[src/htc_pkg.sv]
// Purpose: shared constants for the hybrid tap five to eight coefficient bank
// Assumes: register index equals the port address
// Notes:   addresses are register indices, not byte addresses
`default_nettype none
package htc_pkg;
	localparam int          HTC_AW          = 8;
	localparam int          HTC_DW          = 8;
	localparam int          HTC_NTAP        = 4;
	localparam logic [7:0]  HTC_IDX_TAP5    = 8'h31;
	localparam logic [7:0]  HTC_IDX_TAP6    = 8'h32;
	localparam logic [7:0]  HTC_IDX_TAP7    = 8'h33;
	localparam logic [7:0]  HTC_IDX_TAP8    = 8'h34;
	localparam logic [7:0]  HTC_IDX_RSV_LO  = 8'h35;
	localparam logic [7:0]  HTC_IDX_RSV_HI  = 8'h3A;
	localparam logic [7:0]  HTC_COEF_RST    = 8'h00;
	localparam logic [7:0]  HTC_RD_ZERO     = 8'h00;
	localparam logic [1:0]  HTC_SEL_TAP5    = 2'h0;
	localparam logic [1:0]  HTC_SEL_TAP6    = 2'h1;
	localparam logic [1:0]  HTC_SEL_TAP7    = 2'h2;
	localparam logic [1:0]  HTC_SEL_TAP8    = 2'h3;
endpackage
`default_nettype wire

[src/htc_coef_reg.sv]
// Purpose: one 8-bit coefficient register with write enable
// Assumes: srst synchronous active high
// Notes:   value feeds the filter stage directly, no shadow copy
`timescale 1ns/10ps
`default_nettype none
module htc_coef_reg
	import htc_pkg::*;
(
	input  wire logic              clk_sys,
	input  wire logic              srst,
	input  wire logic              wr_en,
	input  wire logic [HTC_DW-1:0] wr_data,
	output logic      [HTC_DW-1:0] coef
);
	logic [HTC_DW-1:0] coef_reg;
	logic [HTC_DW-1:0] coef_next;

	// load on write, otherwise hold; reset to zero keeps stage inert
	always_comb begin
		coef_next = coef_reg;
		if (srst) begin
			coef_next = HTC_COEF_RST;
		end else if (wr_en) begin
			coef_next = wr_data;
		end
	end

	always_ff @(posedge clk_sys) begin
		coef_reg <= coef_next;
	end

	assign coef = coef_reg;
endmodule
`default_nettype wire

[src/htc_regs.sv]
// Purpose: register bank for hybrid filter taps five to eight
// Assumes: single clock, plain strobe bus, read data one cycle later
// Notes:   reserved indices read zero; writes there are not stored but set rsvd_wr_seen
//
// Local design decision: the address-and-strobe port.
`timescale 1ns/10ps
`default_nettype none
module htc_regs
	import htc_pkg::*;
(
	input  wire logic              clk_sys,
	input  wire logic              srst,
	input  wire logic [HTC_AW-1:0] reg_addr,
	input  wire logic [HTC_DW-1:0] reg_wdata,
	input  wire logic              reg_wr,
	input  wire logic              reg_rd,
	output logic      [HTC_DW-1:0] reg_rdata,
	output logic      [HTC_DW-1:0] tap5_coefficient,
	output logic      [HTC_DW-1:0] tap6_coefficient,
	output logic      [HTC_DW-1:0] tap7_coefficient,
	output logic      [HTC_DW-1:0] tap8_coefficient,
	output logic                   tap5_active,
	output logic                   tap6_active,
	output logic                   tap7_active,
	output logic                   tap8_active,
	output logic                   rsvd_wr_seen
);
	// ***********************************************************
	// address decode
	// ***********************************************************

	// one-hot tap select, zero for anything outside taps 5..8
	function automatic logic [HTC_NTAP-1:0] tap_hit(
		input logic [HTC_AW-1:0] a
	);
		logic [HTC_NTAP-1:0] h;
		h = '0;
		case (a)
			HTC_IDX_TAP5: h[HTC_SEL_TAP5] = 1'b1;
			HTC_IDX_TAP6: h[HTC_SEL_TAP6] = 1'b1;
			HTC_IDX_TAP7: h[HTC_SEL_TAP7] = 1'b1;
			HTC_IDX_TAP8: h[HTC_SEL_TAP8] = 1'b1;
			default:      h = '0;
		endcase
		return h;
	endfunction

	function automatic logic is_rsvd(input logic [HTC_AW-1:0] a);
		return (a >= HTC_IDX_RSV_LO) && (a <= HTC_IDX_RSV_HI);
	endfunction

	logic [HTC_NTAP-1:0] wr_hit;
	logic [HTC_DW-1:0]   coef [HTC_NTAP];

	// writes only reach decoded taps; reserved space is never stored
	assign wr_hit = reg_wr ? tap_hit(reg_addr) : '0;

	// ***********************************************************
	// coefficient storage
	// ***********************************************************

	// one register per tap, each updates on its own decoded write
	genvar gi;
	generate
		for (gi = 0; gi < HTC_NTAP; gi++) begin : g_tap
			htc_coef_reg u_coef (
				.clk_sys (clk_sys),
				.srst    (srst),
				.wr_en   (wr_hit[gi]),
				.wr_data (reg_wdata),
				.coef    (coef[gi])
			);
		end
	endgenerate

	// coefficients go straight to the filter, live from next cycle
	assign tap5_coefficient = coef[HTC_SEL_TAP5];
	assign tap6_coefficient = coef[HTC_SEL_TAP6];
	assign tap7_coefficient = coef[HTC_SEL_TAP7];
	assign tap8_coefficient = coef[HTC_SEL_TAP8];

	// stage enables: zero coefficient means no contribution
	assign tap5_active = |coef[HTC_SEL_TAP5];
	assign tap6_active = |coef[HTC_SEL_TAP6];
	assign tap7_active = |coef[HTC_SEL_TAP7];
	assign tap8_active = |coef[HTC_SEL_TAP8];

	// ***********************************************************
	// read path and reserved-write flag
	// ***********************************************************

	logic [HTC_DW-1:0] rdata_reg;
	logic [HTC_DW-1:0] rdata_next;
	logic              rsvd_reg;
	logic              rsvd_next;
	logic [HTC_NTAP-1:0] rd_hit;

	// read mux; reserved and unmapped indices answer zero
	always_comb begin
		rd_hit     = tap_hit(reg_addr);
		rdata_next = HTC_RD_ZERO;
		rsvd_next  = rsvd_reg;
		if (reg_rd) begin
			for (int i = 0; i < HTC_NTAP; i++) begin
				if (rd_hit[i]) begin
					rdata_next = coef[i];
				end
			end
		end
		// sticky debug flag: host broke the reserved-space contract
		if (reg_wr && is_rsvd(reg_addr)) begin
			rsvd_next = 1'b1;
		end
		if (srst) begin
			rdata_next = HTC_RD_ZERO;
			rsvd_next  = 1'b0;
		end
	end

	always_ff @(posedge clk_sys) begin
		rdata_reg <= rdata_next;
		rsvd_reg  <= rsvd_next;
	end

	assign reg_rdata    = rdata_reg;
	assign rsvd_wr_seen = rsvd_reg;

	// ***********************************************************
	// assertions
	// ***********************************************************

	property p_wr_tap5;
		@(posedge clk_sys) disable iff (srst)
		(reg_wr && reg_addr == HTC_IDX_TAP5) |=>
			tap5_coefficient == $past(reg_wdata);
	endproperty
	a_wr_tap5: assert property (p_wr_tap5)
		else $error("tap5 write not stored");

	property p_wr_tap6;
		@(posedge clk_sys) disable iff (srst)
		(reg_wr && reg_addr == HTC_IDX_TAP6) |=>
			tap6_coefficient == $past(reg_wdata);
	endproperty
	a_wr_tap6: assert property (p_wr_tap6)
		else $error("tap6 write not stored");

	property p_wr_tap7;
		@(posedge clk_sys) disable iff (srst)
		(reg_wr && reg_addr == HTC_IDX_TAP7) |=>
			tap7_coefficient == $past(reg_wdata);
	endproperty
	a_wr_tap7: assert property (p_wr_tap7)
		else $error("tap7 write not stored");

	property p_wr_tap8;
		@(posedge clk_sys) disable iff (srst)
		(reg_wr && reg_addr == HTC_IDX_TAP8) |=>
			tap8_coefficient == $past(reg_wdata);
	endproperty
	a_wr_tap8: assert property (p_wr_tap8)
		else $error("tap8 write not stored");

	property p_rd_tap5;
		@(posedge clk_sys) disable iff (srst)
		(reg_rd && reg_addr == HTC_IDX_TAP5 && !reg_wr) |=>
			reg_rdata == tap5_coefficient;
	endproperty
	a_rd_tap5: assert property (p_rd_tap5)
		else $error("tap5 readback wrong");

	property p_rd_tap6;
		@(posedge clk_sys) disable iff (srst)
		(reg_rd && reg_addr == HTC_IDX_TAP6 && !reg_wr) |=>
			reg_rdata == tap6_coefficient;
	endproperty
	a_rd_tap6: assert property (p_rd_tap6)
		else $error("tap6 readback wrong");

	property p_rd_tap7;
		@(posedge clk_sys) disable iff (srst)
		(reg_rd && reg_addr == HTC_IDX_TAP7 && !reg_wr) |=>
			reg_rdata == tap7_coefficient;
	endproperty
	a_rd_tap7: assert property (p_rd_tap7)
		else $error("tap7 readback wrong");

	property p_rd_tap8;
		@(posedge clk_sys) disable iff (srst)
		(reg_rd && reg_addr == HTC_IDX_TAP8 && !reg_wr) |=>
			reg_rdata == tap8_coefficient;
	endproperty
	a_rd_tap8: assert property (p_rd_tap8)
		else $error("tap8 readback wrong");

	property p_reset_zero;
		@(posedge clk_sys)
		srst |=> (tap5_coefficient == HTC_COEF_RST)
			&& (tap8_coefficient == HTC_COEF_RST)
			&& (reg_rdata == HTC_RD_ZERO);
	endproperty
	a_reset_zero: assert property (p_reset_zero)
		else $error("registers not zero after reset");

	property p_zero_inert;
		@(posedge clk_sys) disable iff (srst)
		(tap6_coefficient == HTC_COEF_RST) |-> !tap6_active;
	endproperty
	a_zero_inert: assert property (p_zero_inert)
		else $error("zero tap6 still active");

	property p_hold;
		@(posedge clk_sys) disable iff (srst)
		(!reg_wr) |=> $stable(tap7_coefficient);
	endproperty
	a_hold: assert property (p_hold)
		else $error("tap7 changed without a write");

	property p_rsvd_no_effect;
		@(posedge clk_sys) disable iff (srst)
		(reg_wr && is_rsvd(reg_addr)) |=>
			$stable(tap5_coefficient) && $stable(tap8_coefficient)
			&& rsvd_wr_seen;
	endproperty
	a_rsvd_no_effect: assert property (p_rsvd_no_effect)
		else $error("reserved write disturbed taps");

	property p_rd_rsvd_zero;
		@(posedge clk_sys) disable iff (srst)
		(reg_rd && is_rsvd(reg_addr)) |=> reg_rdata == HTC_RD_ZERO;
	endproperty
	a_rd_rsvd_zero: assert property (p_rd_rsvd_zero)
		else $error("reserved read not zero");

	// read data stands one cycle only, then falls back to zero
	property p_rd_idle_zero;
		@(posedge clk_sys) disable iff (srst)
		(!reg_rd) |=> reg_rdata == HTC_RD_ZERO;
	endproperty
	a_rd_idle_zero: assert property (p_rd_idle_zero)
		else $error("read data stood without a read");

	// unmapped indices outside the taps must not alias onto them
	property p_rd_other_zero;
		@(posedge clk_sys) disable iff (srst)
		(reg_rd && tap_hit(reg_addr) == '0) |=> reg_rdata == HTC_RD_ZERO;
	endproperty
	a_rd_other_zero: assert property (p_rd_other_zero)
		else $error("unmapped read not zero");

	// the rest of the bank is cleared by the same reset
	property p_reset_rest;
		@(posedge clk_sys)
		srst |=> (tap6_coefficient == HTC_COEF_RST)
			&& (tap7_coefficient == HTC_COEF_RST)
			&& !tap5_active && !rsvd_wr_seen;
	endproperty
	a_reset_rest: assert property (p_reset_rest)
		else $error("bank not cleared by reset");

	// every stage enable tracks a nonzero coefficient
	property p_active_map;
		@(posedge clk_sys) disable iff (srst)
		(tap5_active == (tap5_coefficient != HTC_COEF_RST))
			&& (tap6_active == (tap6_coefficient != HTC_COEF_RST))
			&& (tap7_active == (tap7_coefficient != HTC_COEF_RST))
			&& (tap8_active == (tap8_coefficient != HTC_COEF_RST));
	endproperty
	a_active_map: assert property (p_active_map)
		else $error("stage enable disagrees with coefficient");

	// without a write no coefficient may drift
	property p_hold_rest;
		@(posedge clk_sys) disable iff (srst)
		(!reg_wr) |=> $stable(tap5_coefficient)
			&& $stable(tap6_coefficient) && $stable(tap8_coefficient);
	endproperty
	a_hold_rest: assert property (p_hold_rest)
		else $error("coefficient changed without a write");

	// the reserved-write flag is sticky until reset
	property p_rsvd_sticky;
		@(posedge clk_sys) disable iff (srst)
		rsvd_wr_seen |=> rsvd_wr_seen;
	endproperty
	a_rsvd_sticky: assert property (p_rsvd_sticky)
		else $error("reserved-write flag dropped");

	// and it rises only on a write into the reserved span
	property p_rsvd_only;
		@(posedge clk_sys) disable iff (srst)
		(!rsvd_wr_seen && !(reg_wr && is_rsvd(reg_addr))) |=>
			!rsvd_wr_seen;
	endproperty
	a_rsvd_only: assert property (p_rsvd_only)
		else $error("reserved-write flag rose without cause");

	c_wr_rd: cover property (@(posedge clk_sys) disable iff (srst)
		(reg_wr && reg_addr == HTC_IDX_TAP6) ##1
		(reg_rd && reg_addr == HTC_IDX_TAP6));
	c_rsvd: cover property (@(posedge clk_sys) disable iff (srst)
		reg_wr && is_rsvd(reg_addr));
	c_all_active: cover property (@(posedge clk_sys) disable iff (srst)
		tap5_active && tap6_active && tap7_active && tap8_active);
	c_rd_rsvd: cover property (@(posedge clk_sys) disable iff (srst)
		reg_rd && is_rsvd(reg_addr));
endmodule
`default_nettype wire

[config.mk]
export PLATFORM = sky130hd
export DESIGN_NAME = htc_regs
export DESIGN_NICKNAME = d
export VERILOG_FILES = /design/src/htc_pkg.sv /design/src/htc_coef_reg.sv /design/src/htc_regs.sv
export SDC_FILE = /design/constraint.sdc
export NUM_CORES = 1
export LEC_CHECK = 0
export ABC_AREA = 1
export BUFFER_PORTS_ARGS = -buffer_cell sky130_fd_sc_hd__buf_2
export CORE_UTILIZATION = 54
export DETAILED_ROUTE_END_ITERATION = 16
export PLACE_DENSITY = 0.88
export SYNTH_ARGS = -nofsm -noshare
export SYNTH_HDL_FRONTEND = slang
export SYNTH_SLANG_ARGS = --single-unit
[constraint.sdc]
create_clock -name clk_sys -period 3.9 [get_ports clk_sys]
set_clock_uncertainty 0.15 [all_clocks]
set_input_delay 0.78 -clock clk_sys [delete_from_list [all_inputs] [get_ports clk_sys]]
set_output_delay 0.78 -clock clk_sys [all_outputs]
set_load 0.005 [all_outputs]
Word level (Yosys, flattened, before mapping)
Index checks and enable logic that the tools add are counted.
Storage, ports and cells
  flip-flop bits (word level): 41
  output and inout bits: 45
Operators by class
  magnitude comparators: 2
  eq/ne operators: 4
  multiplexer cells: 9
  bitwise operators: 1
  reductions and logical operators: 7
Operator list (number)
  $eq 8x6->1 const B: 4
  $mux 8: 4
  $reduce_or 8->1: 4
  $ge 8x6->1 const B: 1
  $le 8x6->1 const B: 1
  $mux 1: 4
  $mux 4: 1
  $logic_and 1x1->1: 2
  $reduce_or 2->1: 1
  $not 1->1: 1

Depth between registers and ports, before layout
Gate-level depths: netlist of the first run.
  depth after elaboration: 6
  depth in mapped cells: 9

Hierarchy
Synthesis of the first run repeated with hierarchy kept, for this count alone.
Second synthesis, totals
  cell total of the unflattened synthesis: 334
  area, all modules: 2170.8 µm²
By module, submodules not included
  htc_coef_reg: times used 4, cells each 51, area an instance 341.6 µm²
  htc_regs: times used 1, cells each 130, area an instance 804.5 µm²

Worst setup path after synthesis of the first run
Ideal clock, no wire load.
  path type: input port to flip-flop
  start: in reg_addr[7]
  end: reg g_tap[2].u_coef.coef_reg[2]
  setup time: 0.113 ns
  arrival time: 1.559 ns
  required time: 3.637 ns
  path slack: 2.078 ns
  stages on the path: 9
  path buffers: 1
  cell sequence: inv_1 nand2_4 nor2_8 nand2_2 nor2_8 buf_6 nand2_1 nand2_1 nor2_1
On the way
  cells in the longest elaborated chain, start to end: 3
RTL lines
  start, declared: line htc_regs.sv:13  | input wire logic [HTC_AW-1:0] reg_addr,
  $eq 8x6->1: line htc_regs.sv:38  | case (a)
  $mux 1: line htc_regs.sv:38
  $mux 4: line htc_regs.sv:56  | assign wr_hit = reg_wr ? tap_hit(reg_addr) : '0;
  end signal, assigned: line htc_coef_reg.sv:29  | coef_reg <= coef_next;
  end, declared: line htc_coef_reg.sv:15  | logic [HTC_DW-1:0] coef_reg;
Every way passes these cells.
A chain may end at the register's enable or synchronous reset.

Worst setup path after layout of the first run
  start: reg g_tap[2].u_coef.coef_reg[4]
  end: out tap7_active
On the way
  cells in the longest elaborated chain, start to end: 1
RTL lines
  $reduce_or 8->1: line htc_regs.sv:85  | assign tap7_active = |coef[HTC_SEL_TAP7];
  end, declared: line htc_regs.sv:24  | output logic tap7_active,
Every way passes these cells.

==> results.md, run 1 <==
* Place WS at 1.524 ns
* Critical path class: flop to primary output
* First-iteration detailed-routing DRC count at 105
* Number of global-route vias before repair at 1,847
* Commonest non-fill, non-tap cell in the layout: nand2_1
* Ratio of cells with drive above 1 in the final layout at 25.20%
* Area of the core at 0.003661 mm²
* DR WL/cell at 12.36 µm
* Hpwl dp at 3730 µm
* Leak Pwr at 1.374 nW
* Vias per cell at 5.067
* Mean Syn Cell Area at 6.661 µm²
* Final Hold Fails at 0
* Input/output buffers at 64
* Unrepaired setup endpoints after global routing: no
* DRC viols at 0
* Overflow after GRT at 0
* Number of I/O pins at 65
* Post-CTS sizing at 0
* Initial antenna violation count at 0
* Clock Pin Slew Worst Setup and Hold Paths at 0.08 ns
* Worst Tran Pin Value at 0.7237 ns
* Crit start category: flop
* Area grow syn2layout at 20.73%
* Critical path data arrival time at 1.21 ns
* TritonRoute pass-1 iters at 4
* Most frequent cells in the layout: 84 x nand2_1, 68 x nor2_1, 64 x buf_2
* Post-layout min period at 2.138 ns
* CTS buffer count at 5
* VDD IR max at 0.2241 mV
* # hold bufs at CTS at 0
* CTS H-Tree Depth at 2
* Cells after DPL at 409
* DR vias at 2,113
* Status: finished clean
* Area after DPL at 0.002365 mm²
* GR Util All Layers at 26.77%
* Synthesized instance count at 309
* First-pass GRT wire length at 8355 µm
* Die height at 63.74 µm
* Yosys cell types at 22
* Final worst-path cycle share at 54.83%
* Post-CTS Setup Bufs at 0
* Nets at 388
* Final Non-Filler Cells at 417
* Ant diodes at 0
* Synth Warn # at 0
* Synthesized area at 0.002058 mm²
* Hold Crit Class: flop to flop
* Final estimated routing congestion in global placement at 0.8818
* Post-synthesis sequential area ratio at 39.88%
* Seq cells post-synth at 41
* Endpoints failing setup at 0
* Final WS setup at 1.762 ns
* CP required at 2.97 ns
* Antenna Violating Nets Remaining at 0
* Setup TNS Final at 0 ns
* Root Buffer: clkbuf_8
* F_max at 0.4677 GHz
* Hold_sp: rsvd_wr_seen$_SDFFE_PP0P_
* Critical path fanouts, max at 4
* Crit Reg-Reg Startpoint: g_tap[1].u_coef.coef[3]$_SDFFE_PP0P_
* Row count at 22
* Ratio of total power to cell area at 336.1 mW/mm²
* Fin util at 67.87%
* Pin count of the biggest net entering global routing at 37
* Largest register FFs at 32
* CTS tree: done
* Pins Over Slew Limit at 0
* Die footprint at 0.004062 mm²
* Crit path from: g_tap[2].u_coef.coef[4]$_SDFFE_PP0P_
* Drt total wl at 5153 µm
* Clk sinks at 41
* Max_cap viols at 0
* Fin area at 0.002485 mm²
* Die Width at 63.74 µm
* Crit end category: primary output
* Starting Density at 56.22%
* Clk_lat worst skew at 0.29 ns
* Mapped Nets at 329
* Slew HR at 51.70%
* CTS max path bufs at 2
[worst max-delay path, cell delays in order, from the launching register on]
cell and delay, ns:
dfxtp_1 0.34, nor4_1 0.36, nand2_1 0.09, buf_2 0.13
[where the power goes]
part | switching [mW] | internal (mW) | total, mW
registers | 0.000774 | 0.419 | 0.420
logic | 0.0410 | 0.0181 | 0.0591
clock network | 0.148 | 0.208 | 0.356
total | 0.190 | 0.645 | 0.835
[cell type report]
cell class,count,area (µm²)
well taps,48,60.06
clock buffers,6,82.58
multi-input cells,227,1052
fillers,326,1176
clock inverters,2,37.54
repair buffers,64,320.3
inverters,29,111.4
flip-flops and latches,41,820.8
[per-layer routing]
metal | vias to the layer above | part of all wire, % | track usage (%)
met3 | 13 | 6.1 | 3.393
met4 | 0 | 3.3 | 12.50
met1 | 915 | 46 | 35.01
met5 | - | 0 | 0
li1 | 1087 | - | -
met2 | 98 | 45 | 43.62
[per-stage QoR]
step,hold WS [ns],power [mW]
after floorplan,0.2966,0.4665
after global placement,0.2904,0.4868
after detailed placement,0.3163,0.4877
after CTS,0.3280,0.8351
after global routing,0.3693,0.8615
final,0.3203,0.8351
[cells in the mapped netlist]
cell | count | area (µm²)
inv_1 | 24 | 90.09
buf_6 | 2 | 22.52
nor3_2 | 1 | 10.01
o21ai_0 | 7 | 35.03
nand2_4 | 4 | 45.04
nor2_2 | 1 | 6.260
nand2_1 | 84 | 315.3
dfxtp_1 | 41 | 820.8
inv_2 | 4 | 15.01
nand3_1 | 26 | 130.1
nand4_1 | 8 | 50.05
buf_4 | 2 | 15.01
a21oi_1 | 9 | 45.04
buf_2 | 5 | 25.02
nor2_1 | 68 | 255.2
nor2_4 | 3 | 33.78
nor2_8 | 2 | 40.04
nor4_1 | 8 | 50.05
nand2_2 | 5 | 31.28
o21ai_1 | 1 | 5.000
clkbuf_1 | 3 | 11.26
inv_4 | 1 | 6.260
[logic make-up after synthesis]
kind of cell           share of synthesized area [%]
and+or+nand+nor                                46.99
buffers and inverters                          8.997
AOI/OAI and AO/OA                              4.133
DFF                                            39.88
[final timing paths]
path | cells past startpoint | end | slack (ns)
min | 2 | rsvd_wr_seen$_SDFFE_PP0P_ | 0.32
max | 3 | tap7_active | 1.76
min reg2reg | 2 | rsvd_wr_seen$_SDFFE_PP0P_ | 0.32
max reg2reg | 4 | reg_rdata[3]$_SDFF_PP0_ | 2.89
Note: power is estimated with default switching activity, not from simulation.
==> run 2, diff against run 1 <==
ABC_AREA = 0   (was 1)
CORE_UTILIZATION = 49   (was 54)
PLACE_DENSITY = 0.83   (was 0.88)
clock period = 2.1 ns   (was 3.9 ns; I/O delays follow)
==> results.md, run 2 <==
* First-pass GRT wire length at 7300 µm (was 8355 µm)
* CP required at 1.53 ns (was 2.97 ns)
* Root Buffer: clkbuf_8 (unchanged)
* Critical path data arrival time at 1.21 ns (about the same)
* Clock network power share at 36.0% (was 42.7%)
* # hold bufs at CTS at 0 (unchanged)
* Overflow after GRT at 0 (unchanged)
* Drt total wl at 4314 µm (was 5153 µm)
* Clock Pin Slew Worst Setup and Hold Paths at 0.07 ns (was 0.08 ns)
* F_max at 0.5624 GHz
* Post-synth EDFFs at 0 (unchanged)
* Status: finished clean (unchanged)
* DRC viols at 0 (unchanged)
* Post-synth ARST share at 0% (unchanged)
* Synth Warn # at 0 (unchanged)
* Fin area at 0.002242 mm² (was 0.002485 mm²)
* Endpoints failing setup at 0 (unchanged)
* TritonRoute pass-1 iters at 4 (unchanged)
* Seq pwr share at 57.8% (was 50.3%)
* Net Sw Frac at 22.38% (was 22.75%)
* Post-layout min period at 1.778 ns
* Commonest non-fill, non-tap cell in the layout: buf_2 (was nand2_1)
* Most used DFF post-synth: dfxtp_1 (unchanged)
* Post-synthesis sequential area ratio at 45.12% (was 39.88%)
* Number of I/O pins at 65 (unchanged)
* Comb pwr share at 6.2% (was 7.1%)
* GR Util All Layers at 23.62% (was 26.77%)
* CTS max path bufs at 2 (unchanged)
* Most numerous cell in the Yosys netlist: dfxtp_1 (was nand2_1)
* Die footprint at 0.003960 mm² (was 0.004062 mm²)
* Nets at 268 (was 388)
* Final Hold Fails at 0 (unchanged)
* Crit path from: g_tap[0].u_coef.coef[0]$_SDFFE_PP0P_ (was g_tap[2].u_coef.coef[4]$_SDFFE_PP0P_)
* Unrepaired setup endpoints after global routing: no (unchanged)
* Synthesized instance count at 183 (was 309)
* Most frequent cells in the layout: 64 x buf_2, 41 x dfxtp_1, 36 x nor2_1 (was 84 x nand2_1, 68 x nor2_1, 64 x buf_2)
* Area after DPL at 0.002162 mm² (was 0.002365 mm²)
* Worst Tran Pin Value at 0.4105 ns (was 0.7237 ns)
* Final Power at 1.348 mW (was 0.8351 mW)
* Yosys cell types at 33 (was 22)
* Pins Over Slew Limit at 0 (unchanged)
* Mean Syn Cell Area at 9.941 µm² (was 6.661 µm²)
* Ant diodes at 0 (unchanged)
* Commonest cells in the netlist: 41 x dfxtp_1, 36 x nor2_1, 32 x mux2i_1, 13 x nand2_1 (was 84 x nand2_1, 68 x nor2_1, 41 x dfxtp_1, 26 x nand3_1, 24 x inv_1)
* Antenna Violating Nets Remaining at 0 (unchanged)
* Final estimated routing congestion in global placement at 0.8648 (was 0.8818)
* Synth top area share at 45.12% (was 39.88%)
* Mapped Nets at 203 (was 329)
* Die Width at 62.93 µm (was 63.74 µm)
* Critical path fanouts, max at 4 (unchanged)
* CTS buffer count at 5 (unchanged)
* Hold_sp: reg_wdata[5] (was rsvd_wr_seen$_SDFFE_PP0P_)
* DR vias at 1,558 (was 2,113)
* Starting Density at 52.85% (was 56.22%)
* Ratio of total power to cell area at 601.0 mW/mm² (was 336.1 mW/mm²)
* Ratio of cells with drive above 1 in the final layout at 35.34% (was 25.20%)
* Hpwl dp at 3167 µm (was 3730 µm)
* Synthesized area at 0.001819 mm² (was 0.002058 mm²)
* Final WS setup at 0.3220 ns (was 1.762 ns)
* Synth area leaders: dfxtp_1 45%, mux2i_1 18%, nor2_1 7.4%, mux2_2 5.0%, nor4_1 2.8% (was dfxtp_1 40%, nand2_1 15%, nor2_1 12%, nand3_1 6.3%, inv_1 4.4%)
* Hold Crit Class: primary input to flop (was flop to flop)
* CTS H-Tree Depth at 2 (unchanged)
* Crit end category: primary output (unchanged)
* Psw at 0.3016 mW (was 0.1899 mW)
* Largest register FFs at 32 (unchanged)
* Clk sinks at 41 (unchanged)
* Vias per cell at 5.281 (was 5.067)
* Slew HR at 72.52% (was 51.70%)
* Row count at 21 (was 22)
* Leak Pwr at 1.203 nW (was 1.374 nW)
* CTS tree: done (unchanged)
* Seq cells post-synth at 41 (unchanged)
* Max_cap viols at 0 (unchanged)
* Number of global-route vias before repair at 1,540 (was 1,847)
* Setup TNS Final at 0 ns (unchanged)
* Clk_lat worst skew at 0.29 ns (about the same)
* Crit Reg-Reg Startpoint: g_tap[2].u_coef.coef[5]$_SDFFE_PP0P_ (was g_tap[1].u_coef.coef[3]$_SDFFE_PP0P_)
* Area leader, netlist: dfxtp_1 (unchanged)
* Final worst-path cycle share at 84.67%
* Die height at 62.93 µm (was 63.74 µm)
* DR WL/cell at 14.62 µm (was 12.36 µm)
* VDD IR max at 0.3032 mV (was 0.2241 mV)
* Crit start category: flop (unchanged)
* Area grow syn2layout at 23.25% (was 20.73%)
* Initial antenna violation count at 0 (unchanged)
* Input/output buffers at 64 (unchanged)
* Place WS at 0.2986 ns (was 1.524 ns)
* Critical path class: flop to primary output (unchanged)
* Post-CTS Setup Bufs at 0 (unchanged)
* Area of the core at 0.003442 mm² (was 0.003661 mm²)
* Pin count of the biggest net entering global routing at 34 (was 37)
* First-iteration detailed-routing DRC count at 94 (was 105)
* Post-CTS sizing at 0 (unchanged)
* Cell-internal power at 1.046 mW (was 0.6451 mW)
run 2: cell count changes after synthesis, moves of 4 or more:
cell / change
a21oi_1: -7
a22oi_1: +6
buf_2: -4
inv_1: -24
inv_2: -4
mux2_2: +8
mux2i_1: +32
nand2_1: -71
nand2_2: -5
nand2_4: -4
nand3_1: -24
nand4_1: -8
nor2_1: -32
run 2: cells by family after synthesis:
family	after synthesis	share of synthesized area [%]
flip-flops	41	45.12
AND/OR/NAND/NOR	73	22.01
buffers and inverters	10	3.576
multiplexers	40	22.56
AO/OA/AOI/OAI	19	6.740
run 2: cell type report:
| type | instances | area, µm² |
|---|---|---|
| repair buffers | 68 | 350.3 |
| well taps | 46 | 57.56 |
| multi-input cells | 132 | 933.4 |
| fillers | 304 | 1200 |
| clock buffers | 8 | 80.08 |
| flip-flops and latches | 41 | 820.8 |
run 2: critical path: stages, from the launching register on:
cell     delay [ns]
dfxtp_1        0.35
nor4_1         0.36
nand2_1        0.08
buf_2          0.13
run 2: power by group through the flow:
| stage | Sequential [mW] | Combinational, mW | Clock, mW |
|---|---|---|---|
| 4_1_cts | 0.779 | 0.0825 | 0.492 |
| 3_3_place_gp | 0.797 | 0.0811 | 0 |
| 2_1_floorplan | 0.797 | 0.0428 | 0 |
| 5_1_grt | 0.778 | 0.0901 | 0.524 |
| 6_report | 0.779 | 0.0835 | 0.485 |
| 3_5_place_dp | 0.797 | 0.0824 | 0 |
run 2: layer usage:
metal	global-route usage [%]	vias to the layer above	part of all wire, %
met3	4.927	3	4.7
met2	37.90	50	47
met4	9.012	0	0.88
li1	-	775	-
met1	30.78	730	48
met5	0	-	0
run 2: worst paths after layout:
kind	end	slack, ns	depth (start not counted)
min	g_tap[0].u_coef.coef[5]$_SDFFE_PP0P_	0.29	3
max reg2reg	reg_rdata[5]$_SDFF_PP0_	0.94	3
max	tap5_active	0.32	3
min reg2reg	reg_rdata[1]$_SDFF_PP0_	0.34	2
run 2: per-stage QoR:
step	util, %	instances	hold WS, ns
finish	65.14	295	0.2856
global route	65.14	295	0.2890
CTS	65.14	295	0.2790
detailed placement	62.81	287	0.3166
global placement	62.81	287	0.2950
floorplan	-	183	0.3105
